`src/pkg/pll_div_cfg.svh`:
```
// Constants for the reference and main divider block
//
// What this block does
// Reference divider is a 14-bit counter, ratio from bits 13:0, 1 to 16,383.
// Reference divider divides correct at every ratio for inputs up to 350 MHz.
// Test select 9 routes reference divider output to shared lock/data pin.
// Control bit 19 inserts a divide-by-2 ahead of main divider, else bypass.
// Software bypasses the divide-by-2 below 4 GHz, inserts it above.
// Main divider is 19 bits, integer or fractional mode, inputs up to 4 GHz.
// Comparison rate limits: 80 MHz mode A, 100 MHz mode B, 115 MHz integer.
// Integer mode main ratio may be any value from 16 to 524,287.
// Test select 10 routes main divider output to shared lock/data pin.
// Fractional modulus swings up to four from average; average within 20..524,283.
// With divide-by-2 in, overall ratio is even, from 40 to 1,048,566; the code allows 32 to 1,048,574 in integer mode.
// Phase comparator compares divided reference against divided VCO.
// Software picks high-gain buffer below 200 MHz, high-frequency 200 to 350.
// Bits 3:2 of modulator configuration choose fractional mode A or B.
// Fractional mode loads a new modulus once per main divider output cycle.
`ifndef PLL_DIV_CFG_SVH
`define PLL_DIV_CFG_SVH

// Register indices; byte address is four times the index
`define IDX_REF_RATIO 6'h02
`define IDX_N_INT 6'h03
`define IDX_N_FRAC 6'h04
`define IDX_MOD_CFG 6'h06
`define IDX_PRESCALE 6'h08
`define IDX_TEST_SEL 6'h0f
`define IDX_STATUS 6'h12

// Field positions
`define FLD_FRAC_EN 0
`define FLD_MODE_HI 3
`define FLD_MODE_LO 2
`define FLD_DIV2_EN 19
`define FLD_RATE_ERR 0

// Encodings
`define MODE_B_CODE 2'h1
`define TEST_SEL_REF 5'h09
`define TEST_SEL_MAIN 5'h0a

// Reset values
`define RST_REF_RATIO 14'h0001
`define RST_N_INT 19'h00010
`define RST_N_FRAC 24'h000000
`define RST_TEST_SEL 5'h00

// Divider limits
`define N_INT_MIN 19'h00010
`define N_INT_MAX 19'h7ffff
`define N_FRAC_MIN 19'h00014
`define N_FRAC_MAX 19'h7fffb

// Timing: clock and comparison rate limits in MHz
`define CLK_MHZ 100
`define CMP_MAX_FRAC_A_MHZ 80
`define CMP_MAX_FRAC_B_MHZ 100
`define CMP_MAX_INT_MHZ 115
`define CMP_GAP_A ((`CLK_MHZ + `CMP_MAX_FRAC_A_MHZ - 1) / `CMP_MAX_FRAC_A_MHZ)
`define CMP_GAP_B ((`CLK_MHZ + `CMP_MAX_FRAC_B_MHZ - 1) / `CMP_MAX_FRAC_B_MHZ)
`define CMP_GAP_INT ((`CLK_MHZ + `CMP_MAX_INT_MHZ - 1) / `CMP_MAX_INT_MHZ)

`define RESP_OKAY 2'h0
`define RESP_SLVERR 2'h2

`endif

```
`src/pkg/pll_div_pkg.sv`:
```
// Types for the reference and main divider block
`default_nettype none
package pll_div_pkg;
   typedef enum logic {DSM_A, DSM_B} dsm_mode_e;
   typedef enum logic [1:0] {CMP_IDLE, CMP_UP, CMP_DN} cmp_state_e;
   typedef struct packed {
      logic up;
      logic dn;
   } pump_s;
   typedef struct packed {
      logic frac_en;
      dsm_mode_e mode;
      logic div2_en;
      logic [18:0] n_int;
      logic [23:0] n_frac;
   } div_cfg_s;
endpackage
`default_nettype wire

```
`src/rtl/pll_dividers.sv`:
```
// Reference divider, prescaler, main divider, modulator and phase comparator
`include "pll_div_cfg.svh"
`default_nettype none
module pll_dividers #(
   parameter int REF_W = 14,
   parameter int N_W = 19,
   parameter int FRAC_W = 24
) (
   input wire logic mclk_i,
   input wire logic resetn_i,
   input wire logic reference_clock_input_pin_i,
   input wire logic vco_input_positive_i,
   input wire logic vco_input_negative_i,
   output logic lock_flag_serial_out_pin_o,
   output pll_div_pkg::pump_s phase_comparator_o,
   input wire logic [31:0] s_axi_awaddr_i,
   input wire logic s_axi_awvalid_i,
   output logic s_axi_awready_o,
   input wire logic [31:0] s_axi_wdata_i,
   input wire logic [3:0] s_axi_wstrb_i,
   input wire logic s_axi_wvalid_i,
   output logic s_axi_wready_o,
   output logic [1:0] s_axi_bresp_o,
   output logic s_axi_bvalid_o,
   input wire logic s_axi_bready_i,
   input wire logic [31:0] s_axi_araddr_i,
   input wire logic s_axi_arvalid_i,
   output logic s_axi_arready_o,
   output logic [31:0] s_axi_rdata_o,
   output logic [1:0] s_axi_rresp_o,
   output logic s_axi_rvalid_o,
   input wire logic s_axi_rready_i
);
   import pll_div_pkg::*;

   function automatic logic [5:0] reg_index(input logic [31:0] addr);
      reg_index = addr[7:2];
   endfunction

   function automatic logic is_mapped(input logic [31:0] addr);
      logic [5:0] i;
      i = reg_index(addr);
      is_mapped = (addr[31:8] == 24'h000000) &&
         (i == `IDX_REF_RATIO || i == `IDX_N_INT || i == `IDX_N_FRAC ||
          i == `IDX_MOD_CFG || i == `IDX_PRESCALE || i == `IDX_TEST_SEL ||
          i == `IDX_STATUS);
   endfunction

   function automatic logic [31:0] merge(input logic [31:0] old, input logic [31:0] data,
         input logic [3:0] strb);
      logic [31:0] r;
      r = old;
      for (int b = 0; b < 4; b++) begin
         if (strb[b]) begin
            r[b*8 +: 8] = data[b*8 +: 8];
         end
      end
      merge = r;
   endfunction

   ////////////////////////////////////////////////////////////////////////
   // Pin synchronisers: a change counts once stages two and three agree
   logic [2:0] ref_sync_q;
   logic [2:0] vco_sync_q;
   logic ref_lvl_q;
   logic vco_lvl_q;
   logic ref_rise;
   logic vco_rise;

   always_ff @(posedge mclk_i or negedge resetn_i) begin
      if (!resetn_i) begin
         ref_sync_q <= 3'h0;
         vco_sync_q <= 3'h0;
      end else begin
         ref_sync_q <= {ref_sync_q[1:0], reference_clock_input_pin_i};
         vco_sync_q <= {vco_sync_q[1:0], vco_input_positive_i & ~vco_input_negative_i};
      end
   end

   always_ff @(posedge mclk_i or negedge resetn_i) begin
      if (!resetn_i) begin
         ref_lvl_q <= 1'b0;
         vco_lvl_q <= 1'b0;
      end else begin
         if (ref_sync_q[1] == ref_sync_q[2]) begin
            ref_lvl_q <= ref_sync_q[2];
         end
         if (vco_sync_q[1] == vco_sync_q[2]) begin
            vco_lvl_q <= vco_sync_q[2];
         end
      end
   end

   assign ref_rise = (ref_sync_q[1] == ref_sync_q[2]) && ref_sync_q[2] && !ref_lvl_q;
   assign vco_rise = (vco_sync_q[1] == vco_sync_q[2]) && vco_sync_q[2] && !vco_lvl_q;

   ////////////////////////////////////////////////////////////////////////
   // Registers
   logic [REF_W-1:0] ref_ratio_q;
   logic [N_W-1:0] n_int_q;
   logic [FRAC_W-1:0] n_frac_q;
   logic frac_en_q;
   logic [1:0] mode_q;
   logic div2_en_q;
   logic [4:0] test_sel_q;
   logic rate_err_q;
   div_cfg_s cfg;

   logic aw_hold_q, w_hold_q;
   logic [31:0] aw_addr_q, w_data_q;
   logic [3:0] w_strb_q;
   logic awready_q, wready_q, bvalid_q, arready_q, rvalid_q;
   logic [1:0] bresp_q, rresp_q;
   logic [31:0] rdata_q;
   logic wr_go;
   logic [5:0] wr_idx;
   logic [31:0] rd_val;
   pump_s pump_q;

   assign wr_go = aw_hold_q && w_hold_q && !bvalid_q;
   assign wr_idx = reg_index(aw_addr_q);

   // Merged words for the registers that hold loose bits
   logic [31:0] mcfg_new;
   logic [31:0] pre_new;
   logic [31:0] tsel_new;

   assign mcfg_new = merge({28'h0, mode_q, 1'b0, frac_en_q}, w_data_q, w_strb_q);
   assign pre_new = merge({12'h0, div2_en_q, 19'h0}, w_data_q, w_strb_q);
   assign tsel_new = merge({27'h0, test_sel_q}, w_data_q, w_strb_q);

   always_ff @(posedge mclk_i or negedge resetn_i) begin
      if (!resetn_i) begin
         aw_hold_q <= 1'b0;
         w_hold_q <= 1'b0;
         aw_addr_q <= 32'h0;
         w_data_q <= 32'h0;
         w_strb_q <= 4'h0;
         awready_q <= 1'b1;
         wready_q <= 1'b1;
         bvalid_q <= 1'b0;
         bresp_q <= `RESP_OKAY;
      end else begin
         if (s_axi_awvalid_i && awready_q) begin
            aw_hold_q <= 1'b1;
            aw_addr_q <= s_axi_awaddr_i;
            awready_q <= 1'b0;
         end
         if (s_axi_wvalid_i && wready_q) begin
            w_hold_q <= 1'b1;
            w_data_q <= s_axi_wdata_i;
            w_strb_q <= s_axi_wstrb_i;
            wready_q <= 1'b0;
         end
         if (wr_go) begin
            aw_hold_q <= 1'b0;
            w_hold_q <= 1'b0;
            bvalid_q <= 1'b1;
            bresp_q <= is_mapped(aw_addr_q) ? `RESP_OKAY : `RESP_SLVERR;
         end
         if (bvalid_q && s_axi_bready_i) begin
            bvalid_q <= 1'b0;
            awready_q <= 1'b1;
            wready_q <= 1'b1;
         end
      end
   end

   always_ff @(posedge mclk_i or negedge resetn_i) begin
      if (!resetn_i) begin
         ref_ratio_q <= `RST_REF_RATIO;
         n_int_q <= `RST_N_INT;
         n_frac_q <= `RST_N_FRAC;
         frac_en_q <= 1'b0;
         mode_q <= 2'h0;
         div2_en_q <= 1'b0;
         test_sel_q <= `RST_TEST_SEL;
      end else if (wr_go) begin
         case (wr_idx)
            `IDX_REF_RATIO: ref_ratio_q <= REF_W'(merge(32'(ref_ratio_q), w_data_q, w_strb_q));
            `IDX_N_INT: n_int_q <= N_W'(merge(32'(n_int_q), w_data_q, w_strb_q));
            `IDX_N_FRAC: n_frac_q <= FRAC_W'(merge(32'(n_frac_q), w_data_q, w_strb_q));
            `IDX_MOD_CFG: begin
               frac_en_q <= mcfg_new[`FLD_FRAC_EN];
               mode_q <= mcfg_new[`FLD_MODE_HI:`FLD_MODE_LO];
            end
            `IDX_PRESCALE: div2_en_q <= pre_new[`FLD_DIV2_EN];
            `IDX_TEST_SEL: test_sel_q <= tsel_new[4:0];
            default: ;
         endcase
      end
   end

   assign cfg.frac_en = frac_en_q;
   assign cfg.mode = (mode_q == `MODE_B_CODE) ? DSM_B : DSM_A;
   assign cfg.div2_en = div2_en_q;
   assign cfg.n_int = n_int_q;
   assign cfg.n_frac = n_frac_q;

   always_comb begin
      rd_val = 32'h0;
      case (reg_index(s_axi_araddr_i))
         `IDX_REF_RATIO: rd_val = 32'(ref_ratio_q);
         `IDX_N_INT: rd_val = 32'(n_int_q);
         `IDX_N_FRAC: rd_val = 32'(n_frac_q);
         `IDX_MOD_CFG: rd_val = {28'h0, mode_q, 1'b0, frac_en_q};
         `IDX_PRESCALE: rd_val = {12'h0, div2_en_q, 19'h0};
         `IDX_TEST_SEL: rd_val = {27'h0, test_sel_q};
         `IDX_STATUS: rd_val = {28'h0, frac_en_q, pump_q.dn, pump_q.up, rate_err_q};
         default: rd_val = 32'h0;
      endcase
   end

   always_ff @(posedge mclk_i or negedge resetn_i) begin
      if (!resetn_i) begin
         arready_q <= 1'b1;
         rvalid_q <= 1'b0;
         rdata_q <= 32'h0;
         rresp_q <= `RESP_OKAY;
      end else begin
         if (s_axi_arvalid_i && arready_q) begin
            arready_q <= 1'b0;
            rvalid_q <= 1'b1;
            rdata_q <= is_mapped(s_axi_araddr_i) ? rd_val : 32'h0;
            rresp_q <= is_mapped(s_axi_araddr_i) ? `RESP_OKAY : `RESP_SLVERR;
         end else if (rvalid_q && s_axi_rready_i) begin
            rvalid_q <= 1'b0;
            arready_q <= 1'b1;
         end
      end
   end

   ////////////////////////////////////////////////////////////////////////
   // Reference divider; ratio zero is treated as one
   logic [REF_W-1:0] ref_cnt_q;
   logic [REF_W-1:0] ref_ratio_eff;
   logic ref_pulse_q;

   assign ref_ratio_eff = (ref_ratio_q == '0) ? REF_W'(1) : ref_ratio_q;

   always_ff @(posedge mclk_i or negedge resetn_i) begin
      if (!resetn_i) begin
         ref_cnt_q <= `RST_REF_RATIO;
         ref_pulse_q <= 1'b0;
      end else begin
         ref_pulse_q <= 1'b0;
         // Every qualified edge counts, so no ratio can skip one
         if (ref_rise) begin
            if (ref_cnt_q <= REF_W'(1)) begin
               ref_cnt_q <= ref_ratio_eff;
               ref_pulse_q <= 1'b1;
            end else begin
               ref_cnt_q <= ref_cnt_q - REF_W'(1);
            end
         end
      end
   end

   ////////////////////////////////////////////////////////////////////////
   // Optional divide-by-2 ahead of the main divider
   logic half_q;
   logic pre_pulse;

   always_ff @(posedge mclk_i or negedge resetn_i) begin
      if (!resetn_i) begin
         half_q <= 1'b0;
      end else if (vco_rise && cfg.div2_en) begin
         half_q <= ~half_q;
      end
   end

   // Doubling the count keeps the overall ratio even
   assign pre_pulse = cfg.div2_en ? (vco_rise && half_q) : vco_rise;

   ////////////////////////////////////////////////////////////////////////
   // Fractional modulator: first order for mode A, two-stage cascade for B
   logic [FRAC_W-1:0] acc1_q, acc2_q;
   logic c2_prev_q;
   logic [FRAC_W:0] sum1, sum2;
   logic signed [3:0] dither;
   logic [N_W-1:0] n_clamped;
   logic [N_W-1:0] n_mod;
   logic [N_W-1:0] n_cnt_q;
   logic n_pulse_q;
   logic n_wrap;

   assign sum1 = {1'b0, acc1_q} + {1'b0, cfg.n_frac};
   assign sum2 = {1'b0, acc2_q} + {1'b0, sum1[FRAC_W-1:0]};

   always_comb begin
      if (!cfg.frac_en) begin
         dither = 4'sh0;
      end else if (cfg.mode == DSM_B) begin
         dither = $signed({3'h0, sum1[FRAC_W]}) + $signed({3'h0, sum2[FRAC_W]}) -
            $signed({3'h0, c2_prev_q});
      end else begin
         dither = $signed({3'h0, sum1[FRAC_W]});
      end
   end

   always_comb begin
      if (cfg.frac_en) begin
         n_clamped = (cfg.n_int < `N_FRAC_MIN) ? `N_FRAC_MIN :
            (cfg.n_int > `N_FRAC_MAX) ? `N_FRAC_MAX : cfg.n_int;
      end else begin
         n_clamped = (cfg.n_int < `N_INT_MIN) ? `N_INT_MIN : cfg.n_int;
      end
   end

   // Dither stays within -1..+2, inside the four-count swing
   assign n_mod = N_W'($signed({1'b0, n_clamped}) + 20'(dither));
   assign n_wrap = pre_pulse && (n_cnt_q <= N_W'(1));

   always_ff @(posedge mclk_i or negedge resetn_i) begin
      if (!resetn_i) begin
         acc1_q <= '0;
         acc2_q <= '0;
         c2_prev_q <= 1'b0;
      end else if (!cfg.frac_en) begin
         acc1_q <= '0;
         acc2_q <= '0;
         c2_prev_q <= 1'b0;
      end else if (n_wrap) begin
         acc1_q <= sum1[FRAC_W-1:0];
         acc2_q <= sum2[FRAC_W-1:0];
         c2_prev_q <= sum2[FRAC_W];
      end
   end

   ////////////////////////////////////////////////////////////////////////
   // Main divider, 19-bit down counter reloaded at each output cycle
   always_ff @(posedge mclk_i or negedge resetn_i) begin
      if (!resetn_i) begin
         n_cnt_q <= `RST_N_INT;
         n_pulse_q <= 1'b0;
      end else begin
         n_pulse_q <= 1'b0;
         if (n_wrap) begin
            n_cnt_q <= n_mod;
            n_pulse_q <= 1'b1;
         end else if (pre_pulse) begin
            n_cnt_q <= n_cnt_q - N_W'(1);
         end
      end
   end

   ////////////////////////////////////////////////////////////////////////
   // Phase comparator: tri-state up/down from the two divided edges
   cmp_state_e cmp_q, cmp_d;

   always_comb begin
      cmp_d = cmp_q;
      case (cmp_q)
         CMP_IDLE: begin
            if (ref_pulse_q && !n_pulse_q) begin
               cmp_d = CMP_UP;
            end else if (n_pulse_q && !ref_pulse_q) begin
               cmp_d = CMP_DN;
            end
         end
         CMP_UP: if (n_pulse_q) cmp_d = CMP_IDLE;
         CMP_DN: if (ref_pulse_q) cmp_d = CMP_IDLE;
         default: cmp_d = CMP_IDLE;
      endcase
   end

   always_ff @(posedge mclk_i or negedge resetn_i) begin
      if (!resetn_i) begin
         cmp_q <= CMP_IDLE;
         pump_q <= '0;
      end else begin
         cmp_q <= cmp_d;
         pump_q.up <= (cmp_d == CMP_UP);
         pump_q.dn <= (cmp_d == CMP_DN);
      end
   end

   ////////////////////////////////////////////////////////////////////////
   // Comparison rate watch; sticky, write one to clear, a new event wins
   logic [7:0] gap_q;
   logic [7:0] gap_min;
   logic rate_viol;

   assign gap_min = !cfg.frac_en ? 8'(`CMP_GAP_INT) :
      (cfg.mode == DSM_B) ? 8'(`CMP_GAP_B) : 8'(`CMP_GAP_A);
   assign rate_viol = ref_pulse_q && (gap_q < gap_min);

   always_ff @(posedge mclk_i or negedge resetn_i) begin
      if (!resetn_i) begin
         gap_q <= 8'hff;
      end else if (ref_pulse_q) begin
         gap_q <= 8'h01;
      end else if (gap_q != 8'hff) begin
         gap_q <= gap_q + 8'h01;
      end
   end

   always_ff @(posedge mclk_i or negedge resetn_i) begin
      if (!resetn_i) begin
         rate_err_q <= 1'b0;
      end else if (rate_viol) begin
         rate_err_q <= 1'b1;
      end else if (wr_go && wr_idx == `IDX_STATUS && w_strb_q[0] && w_data_q[`FLD_RATE_ERR]) begin
         rate_err_q <= 1'b0;
      end
   end

   ////////////////////////////////////////////////////////////////////////
   // Test output on the shared pin
   logic pin_q;

   always_ff @(posedge mclk_i or negedge resetn_i) begin
      if (!resetn_i) begin
         pin_q <= 1'b0;
      end else begin
         case (test_sel_q)
            `TEST_SEL_REF: pin_q <= ref_pulse_q;
            `TEST_SEL_MAIN: pin_q <= n_pulse_q;
            default: pin_q <= 1'b0;
         endcase
      end
   end

   assign lock_flag_serial_out_pin_o = pin_q;
   assign phase_comparator_o = pump_q;
   assign s_axi_awready_o = awready_q;
   assign s_axi_wready_o = wready_q;
   assign s_axi_bresp_o = bresp_q;
   assign s_axi_bvalid_o = bvalid_q;
   assign s_axi_arready_o = arready_q;
   assign s_axi_rdata_o = rdata_q;
   assign s_axi_rresp_o = rresp_q;
   assign s_axi_rvalid_o = rvalid_q;
endmodule
`default_nettype wire

```
`config.mk`:
```
export PLATFORM = sky130hd
export DESIGN_NAME = pll_dividers
export DESIGN_NICKNAME = d
export VERILOG_FILES = /design/src/pkg/pll_div_pkg.sv /design/src/rtl/pll_dividers.sv
export VERILOG_INCLUDE_DIRS = /design/src /design/src/pkg
export SDC_FILE = /design/constraint.sdc
export NUM_CORES = 1
export LEC_CHECK = 0
export BUFFER_PORTS_ARGS = -buffer_cell sky130_fd_sc_hd__buf_4
export CORE_MARGIN = 10
export CORE_UTILIZATION = 60
export DETAILED_ROUTE_END_ITERATION = 8
export PLACE_DENSITY = 0.81
export REMOVE_ABC_BUFFERS = 1
export SYNTH_ARGS = -nofsm -noshare
export SYNTH_HDL_FRONTEND = slang
export SYNTH_SLANG_ARGS = --single-unit
```
`constraint.sdc`:
```
create_clock -name mclk_i -period 8.58 [get_ports mclk_i]
set_input_delay 0.858 -clock mclk_i [delete_from_list [all_inputs] [get_ports mclk_i]]
set_output_delay 0.858 -clock mclk_i [all_outputs]
set_load 0.01 [all_outputs]
```
# Word-level counts from Yosys, hierarchy flattened

Cells that the tools add are included.

Output and inout port bits: 44
Word-level logic and storage cells: 199
Register bits: 275
Input bits: 110

Reduce and logical (&&, ||, !) cells: 63
Magnitude comparators: 6
Bitwise logic cells: 3
Equal/unequal tests: 25
Add/subtract/negate cells: 8
Muxes and demuxes: 51

Operators with widths:

| cell                    | count |
|---|---|
| $pmux W24 S7            | 1 |
| $mux W19                | 6 |
| $mux W24                | 4 |
| $add A24 B24 Y25        | 2 |
| $logic_not A24 Y1       | 2 |
| $lt A19 B5 Y1 const B   | 2 |
| $reduce_and A3 Y1       | 11 |
| $mux W32                | 1 |
| $mux W14                | 2 |
| $eq A6 B2 Y1 const B    | 4 |
| $eq A6 B3 Y1 const B    | 4 |
| $eq A6 B4 Y1 const B    | 4 |
| $mux W1                 | 23 |
| $logic_and A1 B1 Y1     | 22 |
| $add A19 B4 Y19         | 1 |
| $gt A19 B19 Y1 const B  | 1 |
| $le A19 B1 Y1 const B   | 1 |
| $sub A19 B1 Y19 const B | 1 |
| $reduce_bool A2 Y1      | 9 |
| $mux W2                 | 8 |
| $mux W8                 | 2 |
| $le A14 B1 Y1 const B   | 1 |
| $logic_not A14 Y1       | 1 |
| $sub A14 B1 Y14 const B | 1 |
| 19 further kinds        | 42 |

# Depth between registers and ports, before layout

Gate-level depths: netlist of run 1.

Depth after elaboration: 9
Depth in mapped cells: 34
Mapped depth without buffers: 34

# Worst setup path before layout of run 1

No wires, ideal clock.

Path type: reg2reg
From: register n_frac_q[0]
To: register n_cnt_q[18]
Required time: 8,452 ps
Arrival: 6,678 ps
Stages on the path, launching flop included: 35
Slack: 1,774 ps
Clock period less this slack: 6,806 ps
Cells stage by stage: dfrtp_1 -> ha_1 -> fa_1 -> a21o_1 -> a21oi_1 -> o21ai_0 -> a31oi_1 -> o21a_1 -> o21bai_1 -> xor2_1 -> ha_1 -> and3_1 -> and3_1 -> a211oi_1 -> o21ai_0 -> a31oi_1 -> o31ai_1 -> a21o_1 -> a21oi_1 -> ha_1 -> inv_1 -> ha_1 -> inv_1 -> ha_1 -> nor3_1 -> inv_1 -> fa_1 -> nor2b_1 -> o31a_1 -> o211ai_1 -> a31oi_1 -> a41oi_1 -> or3_1 -> a211oi_1 -> nor3_1

Longest elaborated chain between the ends: 8

Ends and longest elaborated chain:

| item                   | line                | text |
|---|---|---|
| start, declared        | pll_dividers.sv:101 | `logic [FRAC_W-1:0] n_frac_q;` |
| start signal, assigned | pll_dividers.sv:173 | `` n_frac_q <= `RST_N_FRAC; `` |
| start signal, assigned | pll_dividers.sv:182 | `` `IDX_N_FRAC: n_frac_q <= FRAC_W'(merge(32'(n_frac_q), w_data_q, w_strb_q)); `` |
| $add A24 B24 Y25 (*)   | pll_dividers.sv:287 | `assign sum1 = {1'b0, acc1_q} + {1'b0, cfg.n_frac};` |
| $add A24 B24 Y25       | pll_dividers.sv:288 | `assign sum2 = {1'b0, acc2_q} + {1'b0, sum1[FRAC_W-1:0]};` |
| $add A1 B1 Y2          | pll_dividers.sv:294 | `dither = $signed({3'h0, sum1[FRAC_W]}) + $signed({3'h0, sum2[FRAC_W]}) -` |
| $sub A2 B1 Y3          | pll_dividers.sv:294 |  |
| $mux W4 (*)            | pll_dividers.sv:293 | `end else if (cfg.mode == DSM_B) begin` |
| $mux W4 (*)            | pll_dividers.sv:291 | `if (!cfg.frac_en) begin` |
| $add A19 B4 Y19 (*)    | pll_dividers.sv:311 | `assign n_mod = N_W'($signed({1'b0, n_clamped}) + 20'(dither));` |
| $mux W19 (*)           | pll_dividers.sv:338 | `if (n_wrap) begin` |
| end signal, assigned   | pll_dividers.sv:334 | `` n_cnt_q <= `RST_N_INT; `` |
| end signal, assigned   | pll_dividers.sv:339 | `n_cnt_q <= n_mod;` |
| end signal, assigned   | pll_dividers.sv:342 | `n_cnt_q <= n_cnt_q - N_W'(1);` |
| end, declared          | pll_dividers.sv:283 | `logic [N_W-1:0] n_cnt_q;` |

Every way passes the cells marked *; elsewhere a longest branch is shown, timed or not.
A chain may end at the register's enable or synchronous reset.

# Final worst setup path of run 1

From: register n_frac_q[1]
To: register n_cnt_q[18]

The elaborated chain is that of the path after synthesis.

==> reports/results.ini, run 1 <==
[run_status]
status = completed

[placement]
preCtsSetupSlack_ps = 503
portBuffers = 130
hpwl_mm = 27.3
gp_congestion = 0.923

[finish]
num_antenna_cells = 0
drive_gt1_share_pct = 21.1
nFillCells = 1790
nNetsFinal = 1790
syn2layout_area_growth_pct = 14.3

[yosys]
yosysWarnings = 0
syn_inst = 1498
synth.cell_area_sq_um = 14900
synth_seq_cells = 263
avgSynthCellArea_sq_um = 9.97
synth-main-ff-cell = dfrtp_1
ys_seq_area_share_pct = 44.2
yosysUniqueCellTypes = 75
async_flop_share_pct = 100
synth_edf_count = 0

[floorplan]
dieArea_sq_um = 31600
core_area_sq_um = 24400
ioPinCount = 154
row_count = 57
die_h_microns = 178
start_util_pct = 61.2
die_w_microns = 178

[timing]
clock-skew-final_ps = 15.0
fin_crit_ps = 7970
finalSetupTns_ps = 0
final_max_slew_viol_count = 0
max_freq_mhz = 125
tightest_slew_ps = 1190
fin_ws_ps = 606
max_slew_margin_pct = 20.2
final-hold-violation-count = 0
period_share_pct = 92.9
grt_setup_unrepaired = no
setup_viol = 0

[critical_path]
crit_fanout = 6
path_common_cell = ha_1
cp-start-kind = register
path_class = register to register
slowest_delay_ps = 630
arrival_ps = 8400
rr_worst_depth = 32
cp.required_ps = 9010
critPathCaptureType = register
cp_slowest_cell = a2111oi_1

[clock_network]
cts_hold_buf = 0
clkSinkCount = 263
clk_path_buf_depth = 3
cts_tree = done
cts_root_buffer = clkbuf_16
htree_levels = 1
clk_latency_ps = 550
cts_made_buffers = 28
clk_pin_slew_ps = 60

[pwr]
power_density_nw_per_um2 = 259
max-vdd-ir-drop_mv = 0.224
p_leak_nw = 8.09

[global_route]
grt_pass1_wl_mm = 62.0
grt_util_all_layers_pct = 23.8
grt_antenna_before_repair = 0
grt_start_max_net_pins = 154
globalRoute.totalOverflow = 0
grt_pass1_vias = 12100

[routing]
drc = 0
drtIter0Drc = 865
first_pass_iters = 5
antenna_left = 0
via_per_inst = 6.28
vias = 12200
finalWirelength_mm = 38.5
wire_per_inst_microns = 19.8

[hold_path]
min_path_type = input pin to asynchronous set/reset pin

[run]
drv_cap = 0

==> cell families (layout without fill, tap and decap cells) <==
kind of cell / count (synthesis) / count (layout) / share of synthesized area, %
flops: 263 / 263 / 44.2
compound gates: 376 / 376 / 16.1
mux: 146 / 146 / 10.8
buf+inv: 117 / 231 / 3.36
simple gates: 463 / 463 / 15.6
fa+ha+maj: 80 / 80 / 6.85
xor+xnor: 52 / 52 / 3.05
other cells: 1 / 10 / 0.0251
==> flip-flops by register name (all words and copies together) (netlist names), 3 cells and up <==
| signal | flops |
|---|---|
| n_frac_q | 24 |
| w_strb_q | 3 |
| aw_addr_q | 30 |
| gap_q | 8 |
| acc2_q | 24 |
| test_sel_q | 5 |
| n_int_q | 19 |
| w_data_q | 24 |
| vco_sync_q | 3 |
| ref_ratio_q | 14 |
| ref_sync_q | 3 |
| acc1_q | 24 |
| ref_cnt_q | 14 |
| s_axi_rdata_o | 24 |
| n_cnt_q | 19 |
==> per-layer routing <==
metal	wire length (microns)	up-vias	share of wire, %	GRT usage, %
li1	-	5692	-	-
met1	16200	6028	42	31.0
met2	19200	440	50	40.9
met3	2470	64	6.4	3.82
met4	684	0	1.8	5.45
met5	0	-	0	0
==> report_power, final <==
group	internal (mW)	switching (mW)	total, mW
combinational	0.566	0.612	1.18
clock	0.772	0.498	1.27
sequential	1.59	0.379	1.97
total	2.93	1.49	4.42
==> cell usage in the layout (no fill, tap or decap), drive strengths merged, types with 7 or more instances in the layout <==
cell	netlist	layout
a211oi	7	7
a21o	29	29
a21oi	110	110
a22o	23	23
a22oi	15	15
a31oi	9	9
and2	9	9
and3	19	19
buf	20	139
clkbuf	56	41
conb	1	10
dfrtp	248	248
dfstp	15	15
ha	77	77
inv	40	40
mux2	125	125
mux2i	21	21
nand2	125	125
nand2b	16	16
nand3	46	46
nand3b	7	7
nand4	14	14
nor2	94	94
nor2b	15	15
nor3	46	46
nor4	28	28
o211ai	10	10
o21a	14	14
o21ai	87	87
o21bai	7	7
o22ai	11	11
o31ai	7	7
or3	17	17
xnor2	28	28
xor2	24	24
==> cells in the mapped netlist, types with 14 or more instances <==
cell      instances  area, sq um
mux2i_1          21          210
o21a_1           14          105
nand2_1         125          469
nand3_1          46          230
dfrtp_1         248         6210
a22oi_1          15          113
inv_1            39          146
nand4_1          14         87.6
nor2b_1          15         93.8
nor3_1           44          220
nor2_1           94          353
xor2_1           24          210
o21ai_0          86          430
a21o_1           29          218
mux2_2          125         1410
or3_1            17          106
and3_1           19          119
nor4_1           28          175
a21oi_1         110          551
dfstp_2          15          394
xnor2_1          28          245
a22o_1           23          201
nand2b_1         15         93.8
ha_1             77          963
clkbuf_1         56          210
==> path summary, 6_finish.rpt <==
path	from	end	slack (ps)
max in group asynchronous	resetn_i	acc2_q[3]	6940
max reg2reg	n_frac_q[1]	n_cnt_q[18]	610
min	resetn_i	n_cnt_q[5]	340
min reg2reg	vco_sync_q[0]	vco_sync_q[1]	350
min in group mclk_i	vco_sync_q[0]	vco_sync_q[1]	350
max	n_frac_q[1]	n_cnt_q[18]	610
==> critical path, delay by kind of cell, from the launching register on <==
kind,cells,cell delay [ps]
XOR/XNOR,1,190
buffers and inverters,3,220
AND/OR/NAND/NOR,7,1730
adder cells (fa/ha/maj),6,1810
flip-flops,1,440
AO/OA/AOI/OAI,15,3460
==> layout make-up <==
cell class	count	area (sq um)	area share, %
Clock buffer	41	811	4.75
Clock inverter	10	153	0.894
Inverter	41	154	0.902
Multi-Input combinational cell	1127	7880	46.2
Sequential cell	263	6600	38.7
Tap cell	324	405	2.38
Timing Repair Buffer	139	1060	6.23
==> stage by stage <==
stage	cells	cell area [sq um]	utilization, %	total power [mW]	hold slack [ps]
after floorplan	1431	14600	-	2.72	331
after global placement	1894	16100	66.0	3.06	336
after detailed placement	1894	16100	66.0	3.13	342
after CTS	1945	17100	69.9	4.41	355
after global routing	1945	17100	70.0	4.66	356
final	1945	17100	70.0	4.42	337
==> what timing repair did <==
item / 4_1_cts / 5_1_grt
buffers inserted: 0 / 0
setup endpoints to repair: 0 / 1
gates resized for setup: 0 / 3
(Power assumes the default switching activity.)
==> run 2, diff against run 1 <==
ABC_AREA = 1   (was default)
CORE_UTILIZATION = 61   (was 60)
PLACE_DENSITY = 0.82   (was 0.81)
RECOVER_POWER = 25   (was default)
==> run 2 against run 1 <==
The run now ends with max-capacitance violations, max-slew violations left. Sequential power down 6%. Register-to-register slack better by 1600 ps. Combinational power up 5%. Wire length up 22%. Flip-flop and latch count unchanged. Sequential share of layout area down 2.6 points. Global-route usage up 4.0 points. Via count up 26%. Setup slack better by 1600 ps. Maximum frequency up 24%.
==> reports/results.ini, run 2 <==
[floorplan]
die_w_microns = 183  ; was 178 microns
core_area_sq_um = 26100  ; was 24400 sq um
row_count = 59  ; was 57
dieArea_sq_um = 33500  ; was 31600 sq um
start_util_pct = 62.0  ; was 61.2%
die_h_microns = 183  ; was 178 microns
ioPinCount = 154  ; unchanged

[timing]
fin_crit_ps = 6410  ; was 7970 ps
clock-skew-final_ps = 19.1  ; was 15.0 ps
finalSetupTns_ps = 0  ; unchanged
fin_ws_ps = 2170  ; was 606 ps
period_share_pct = 74.7  ; was 92.9%
max_slew_margin_pct = -304  ; was 20.2%
final_max_slew_viol_count = 139  ; was 0
final-hold-violation-count = 0  ; unchanged
max_freq_mhz = 156  ; was 125 MHz
setup_viol = 0  ; unchanged
grt_setup_unrepaired = no  ; unchanged
tightest_slew_ps = 6070  ; was 1190 ps

[pwr]
max-vdd-ir-drop_mv = 0.208  ; was 0.224 mV
p_leak_nw = 9.40  ; was 8.09 nW
power_mw = 4.35  ; was 4.42 mW
power_density_nw_per_um2 = 238  ; was 259 nW/um^2

[yosys]
post-synth-top-count-cell = nand2_1  ; was dfrtp_1
yosys.area.top_type = dfrtp_1  ; unchanged
synth-main-ff-cell = dfrtp_1  ; unchanged
synth_seq_cells = 263  ; unchanged
ys_top_cells_by_count = 681 x nand2_1, 248 x dfrtp_1, 248 x inv_1  ; was 248 x dfrtp_1, 125 x mux2_2, 125 x nand2_1
synth.cell_area_sq_um = 16200  ; was 14900 sq um
synthTopCellsByArea = dfrtp_1 38%, nand2_1 16%, ha_1 5.9%, inv_1 5.7%, o21ai_0 4.9%  ; was dfrtp_1 42%, mux2_2 9.4%, ha_1 6.4%, a21oi_1 3.7%, nand2_1 3.1%
yosysWarnings = 0  ; unchanged
ys_seq_area_share_pct = 40.7  ; was 44.2%
yosysUniqueCellTypes = 51  ; was 75
synth_edf_count = 0  ; unchanged
avgSynthCellArea_sq_um = 7.29  ; was 9.97 sq um
syn_inst = 2225  ; was 1498
synth_top_area_share_pct = 38.3  ; was 41.5%
async_flop_share_pct = 100  ; unchanged

[critical_path]
arrival_ps = 6880  ; was 8400 ps
crit_fanout = 5  ; was 6
cp.required_ps = 9060  ; was 9010 ps
critPathCaptureType = register  ; unchanged
cp_slowest_cell = fa_1  ; was a2111oi_1
cp-start-kind = register  ; unchanged
slowest_delay_ps = 480  ; was 630 ps
path_common_cell = nand3_1  ; was ha_1
critPathBufInv = 5  ; was 3
crit_family = simple AND/OR/NAND/NOR gates  ; was compound AO/OA/AOI/OAI gates
path_class = register to register  ; unchanged

[finish]
largest_reg_flops = 30  ; unchanged
syn2layout_area_growth_pct = 12.9  ; was 14.3%
nNetsFinal = 2526  ; was 1790
num_antenna_cells = 0  ; unchanged
largest-register = aw_addr_q  ; unchanged
layout_common_cells = 681 x nand2_1, 248 x inv_1, 248 x dfrtp_1  ; was 248 x dfrtp_1, 137 x buf_4, 125 x nand2_1, 125 x mux2_2, 110 x a21oi_1
drive_gt1_share_pct = 10.3  ; was 21.1%
final_common_cell = nand2_1  ; was dfrtp_1

[global_route]
grt_start_max_net_pins = 156  ; was 154
grt_pass1_vias = 14900  ; was 12100
grt_pass1_wl_mm = 76.4  ; was 62.0 mm
globalRoute.totalOverflow = 0  ; unchanged
grt_antenna_before_repair = 1  ; was 0
grt_util_all_layers_pct = 27.8  ; was 23.8%

[placement]
hpwl_mm = 35.5  ; was 27.3 mm
portBuffers = 130  ; unchanged
preCtsSetupSlack_ps = 2310  ; was 503 ps
gp_congestion = 0.958  ; was 0.923

[clock_network]
cts_root_buffer = clkbuf_16  ; unchanged
cts_made_buffers = 29  ; was 28
clk_latency_ps = 570  ; was 550 ps
clk_path_buf_depth = 3  ; unchanged
postCtsSetupBuffers = 0  ; unchanged
cts_tree = done  ; unchanged
clkSinkCount = 263  ; unchanged
htree_levels = 1  ; unchanged
cts_resized = 0  ; unchanged
cts_hold_buf = 0  ; unchanged
clk_pin_slew_ps = 60  ; about the same

[routing]
antenna_left = 0  ; unchanged
drtIter0Drc = 1583  ; was 865
drc = 0  ; unchanged
wire_per_inst_microns = 17.5  ; was 19.8 microns
first_pass_iters = 6  ; was 5
via_per_inst = 5.73  ; was 6.28
finalWirelength_mm = 47.2  ; was 38.5 mm
vias = 15500  ; was 12200

[run_status]
status = finished, violations left  ; was completed
violations = max-capacitance violations, max-slew violations

[hold_path]
min_path_type = register to register  ; was input pin to asynchronous set/reset pin

[run]
drv_cap = 2  ; was 0

-- run 2: cell types whose count changed in the layout (fill, tap and decap cells not counted), sizes merged, moves of 18 or more --
cell	before	now
nand2	125	686
inv	40	253
nor2	94	225
mux2	125	15
o21ai	87	189
nand3	46	130
nand4	14	47
a21o	29	3
a22o	23	0
mux2i	21	0
and3	19	1
nor4	28	10
-- run 2: final timing paths --
check	startpoint	end	slack, ps	cells after the start
worst min-delay path	vco_sync_q[0]	vco_sync_q[1]	350	0
worst max register to register	n_frac_q[0]	n_cnt_q[16]	2170	33
max in group asynchronous	resetn_i	acc2_q[9]	2660	1
worst max-delay path	n_frac_q[0]	n_cnt_q[16]	2170	33
worst min register to register	vco_sync_q[0]	vco_sync_q[1]	350	0
min in group asynchronous	resetn_i	ref_cnt_q[9]	2540	1
-- run 2: metrics by stage --
step | hold WS [ps] | instance area [sq um] | std cells | utilization (%)
2_1_floorplan | 331 | 15900 | 2170 | -
3_3_place_gp | 334 | 17400 | 2640 | 66.4
3_5_place_dp | 336 | 17400 | 2640 | 66.4
4_1_cts | 349 | 18300 | 2694 | 70.1
5_1_grt | 361 | 18300 | 2694 | 70.0
6_report | 348 | 18300 | 2694 | 70.0
-- run 2: layer usage --
| metal | track usage, % | vias to the layer above | part of all wire [%] |
|---|---|---|---|
| met4 | 6.75 | 2 | 2.2 |
| met5 | 0 | - | 0.042 |
| met3 | 4.86 | 74 | 8.4 |
| met1 | 38.1 | 7300 | 44 |
| met2 | 44.9 | 627 | 45 |
| li1 | - | 7447 | - |
-- run 2: worst register-to-register path: cells and delay by family (launching register included) --
kind / cells / cell delay [ps]
simple gates: 18 / 2750
fa+ha+maj: 7 / 2260
flops: 1 / 400
buf+inv: 5 / 430
compound gates: 3 / 490
-- run 2: kinds of logic after synthesis --
logic type,count (synthesis),synth area share (%)
adders and majority gates,80,6.31
and+or+nand+nor,1153,29.8
xor gates and xnor gates,41,2.22
other,1,0.0231
DFF,263,40.7
buffers and inverters,319,8.00
AOI/OAI and AO/OA,353,11.9
muxes,15,1.04
-- run 2: layout make-up --
| type | count | area (sq um) |
|---|---|---|
| Tap cell | 335 | 419 |
| Timing Repair Buffer | 135 | 1020 |
| Fill cell | 2221 | 7840 |
| Inverter | 255 | 958 |
| Sequential cell | 263 | 6600 |
| Clock inverter | 13 | 131 |
| Clock buffer | 41 | 821 |
| Multi-Input combinational cell | 1652 | 8350 |
-- run 2: power breakdown --
group / switching, mW / internal (mW)
logic: 0.792 / 0.451
clock network: 0.524 / 0.727
registers: 0.292 / 1.57
==> run 3, diff against run 2 <==
CORE_UTILIZATION = 55   (was 61)
PLACE_DENSITY = 0.78   (was 0.82)
clock period = 5.8 ns   (was 8.58 ns; I/O delays follow)
==> run 3 against run 2 <==
The run still ends with max-capacitance violations, max-slew violations left. Power rose by 55%. Largest cell class unchanged. Hold slack got worse by 320 ps. Non-clock buffer count rose by 71. Highest routed layer is now met4. Largest power group unchanged.
==> reports/results.ini, run 3 (synthesis results as in run 2) <==
[run_status]
status = finished, violations left  ; unchanged
violations = max-capacitance violations, max-slew violations  ; unchanged

[finish]
syn2layout_area_growth_pct = 19.9  ; was 12.9%
multiInputGateArea_sq_um = 8810  ; was 8350 sq um
seq_area_sq_um = 6600  ; about the same
num_antenna_cells = 0  ; unchanged
final_cells = 2814  ; was 2694
nFillCells = 2529  ; was 2221
drive_gt1_share_pct = 16.4  ; was 10.3%
largest-register = aw_addr_q  ; unchanged
largest_reg_flops = 30  ; unchanged
nNetsFinal = 2597  ; was 2526
layout_common_cells = 669 x nand2_1, 246 x inv_1, 246 x dfrtp_1  ; was 681 x nand2_1, 248 x inv_1, 248 x dfrtp_1
final_common_cell = nand2_1  ; unchanged

[timing]
fin_crit_ps = 5460  ; was 6410 ps
clock-skew-final_ps = 15.8  ; was 19.1 ps
fin_ws_ps = 344  ; was 2170 ps
max_slew_margin_pct = -152  ; was -304%
tightest_slew_ps = 3780  ; was 6070 ps
max_freq_mhz = 183  ; was 156 MHz
period_share_pct = 94.1  ; was 74.7%
final_max_slew_viol_count = 188  ; was 139
grt_setup_unrepaired = yes  ; was no
setup_viol = 0  ; unchanged
final-hold-violation-count = 0  ; unchanged

[routing]
antenna_left = 0  ; unchanged
first_pass_iters = 6  ; unchanged
drc = 0  ; unchanged
drtIter0Drc = 1588  ; was 1583
vias = 15800  ; was 15500
via_per_inst = 5.60  ; was 5.73
finalWirelength_mm = 48.2  ; was 47.2 mm
wire_per_inst_microns = 17.1  ; was 17.5 microns

[global_route]
grt_antenna_before_repair = 0  ; was 1
grt_pass1_wl_mm = 77.5  ; was 76.4 mm
grt_start_max_net_pins = 159  ; was 156
globalRoute.totalOverflow = 0  ; unchanged
grt_util_all_layers_pct = 25.8  ; was 27.8%
grt_pass1_vias = 15300  ; was 14900

[pwr]
power_mw = 6.76  ; was 4.35 mW
p_leak_nw = 9.78  ; was 9.40 nW
power_density_nw_per_um2 = 348  ; was 238 nW/um^2
max-vdd-ir-drop_mv = 0.291  ; was 0.208 mV

[critical_path]
cp.required_ps = 6290  ; was 9060 ps
slowest_delay_ps = 470  ; was 480 ps
cp-start-kind = register  ; unchanged
critPathCaptureType = register  ; unchanged
path_class = register to register  ; unchanged
cp_slowest_cell = dfrtp_1  ; was fa_1
arrival_ps = 5940  ; was 6880 ps
crit_fanout = 5  ; unchanged

[clock_network]
cts_root_buffer = clkbuf_16  ; unchanged
cts_hold_buf = 0  ; unchanged
cts_tree = done  ; unchanged
clkSinkCount = 263  ; unchanged
cts_made_buffers = 29  ; unchanged
clk_pin_slew_ps = 70  ; was 60 ps
clk_latency_ps = 570  ; about the same
clk_path_buf_depth = 3  ; unchanged
htree_levels = 1  ; unchanged

[placement]
portBuffers = 130  ; unchanged
gp_congestion = 0.959  ; was 0.958
preCtsSetupSlack_ps = 39.6  ; was 2310 ps
dp_cells = 2755  ; was 2640
hpwl_mm = 36.3  ; was 35.5 mm

[floorplan]
ioPinCount = 154  ; unchanged
die_w_microns = 192  ; was 183 microns
core_area_sq_um = 28900  ; was 26100 sq um
row_count = 62  ; was 59
start_util_pct = 56.2  ; was 62.0%
dieArea_sq_um = 36700  ; was 33500 sq um
die_h_microns = 192  ; was 183 microns

[hold_path]
min_path_type = input pin to asynchronous set/reset pin  ; was register to register

[run]
drv_cap = 2  ; unchanged

-- run 3: repair_timing --
item                                    CTS  global route
buffers inserted                          1             3
hold endpoints to repair                  0             0
resized for setup                         2            94
cloned                                    0             1
endpoints found under the setup margin    1            17
pin swaps                                 1             8
-- run 3: per-stage QoR --
stage	setup TNS (ps)	hold WS [ps]	util (%)	cell area, sq um
2_1_floorplan	0	284	-	15900
3_3_place_gp	0	333	62.1	17900
3_5_place_dp	0	339	62.1	17900
4_1_cts	0	99.4	65.7	19000
5_1_grt	-462	123	67.3	19400
6_report	0	28.6	67.3	19400
-- run 3: worst paths after layout --
path / from / to / slack (ps) / depth (start not counted)
max: n_frac_q[7] / n_cnt_q[17] / 340 / 34
min: resetn_i / w_data_q[6] / 30 / 1
max reg2reg: n_frac_q[7] / n_cnt_q[17] / 340 / 34
min reg2reg: ref_sync_q[0] / ref_sync_q[1] / 350 / 0
max in group asynchronous: resetn_i / n_frac_q[22] / 1610 / 2
min in group mclk_i: reference_clock_input_pin_i / ref_sync_q[0] / 140 / 1
-- run 3: layout make-up --
class                      instances  area share [%]
multi-input combinational       1652            45.3
inverter                         255            4.93
clock buffer                      33            3.97
tap                              384            2.47
timing repair buffer             206            7.95
clock inverter                    21            1.37
sequential                       263            34.0
-- run 3: routing by layer --
layer	up-vias	wire [microns]	GRT usage, %
met5	-	0	0
met4	0	1540	7.54
met3	100	3920	5.28
met2	620	21700	42.0
met1	7463	21000	34.0
li1	7581	-	-
-- run 3: power by group --
| part | internal, mW | switching [mW] | leakage, nW | total (mW) |
|---|---|---|---|---|
| Clock | 1.19 | 0.825 | 0.501 | 2.01 |
| Sequential | 2.32 | 0.442 | 3.44 | 2.76 |
| Combinational | 0.778 | 1.21 | 5.84 | 1.99 |
| Total | 4.28 | 2.48 | 9.78 | 6.76 |
-- run 3: worst max-delay path: cells and delay by family, from the launching register on --
family | cells | cell delay [ps]
fa+ha+maj | 6 | 1720
buf+inv | 8 | 590
flops | 1 | 470
simple gates | 18 | 2210
compound gates | 2 | 360
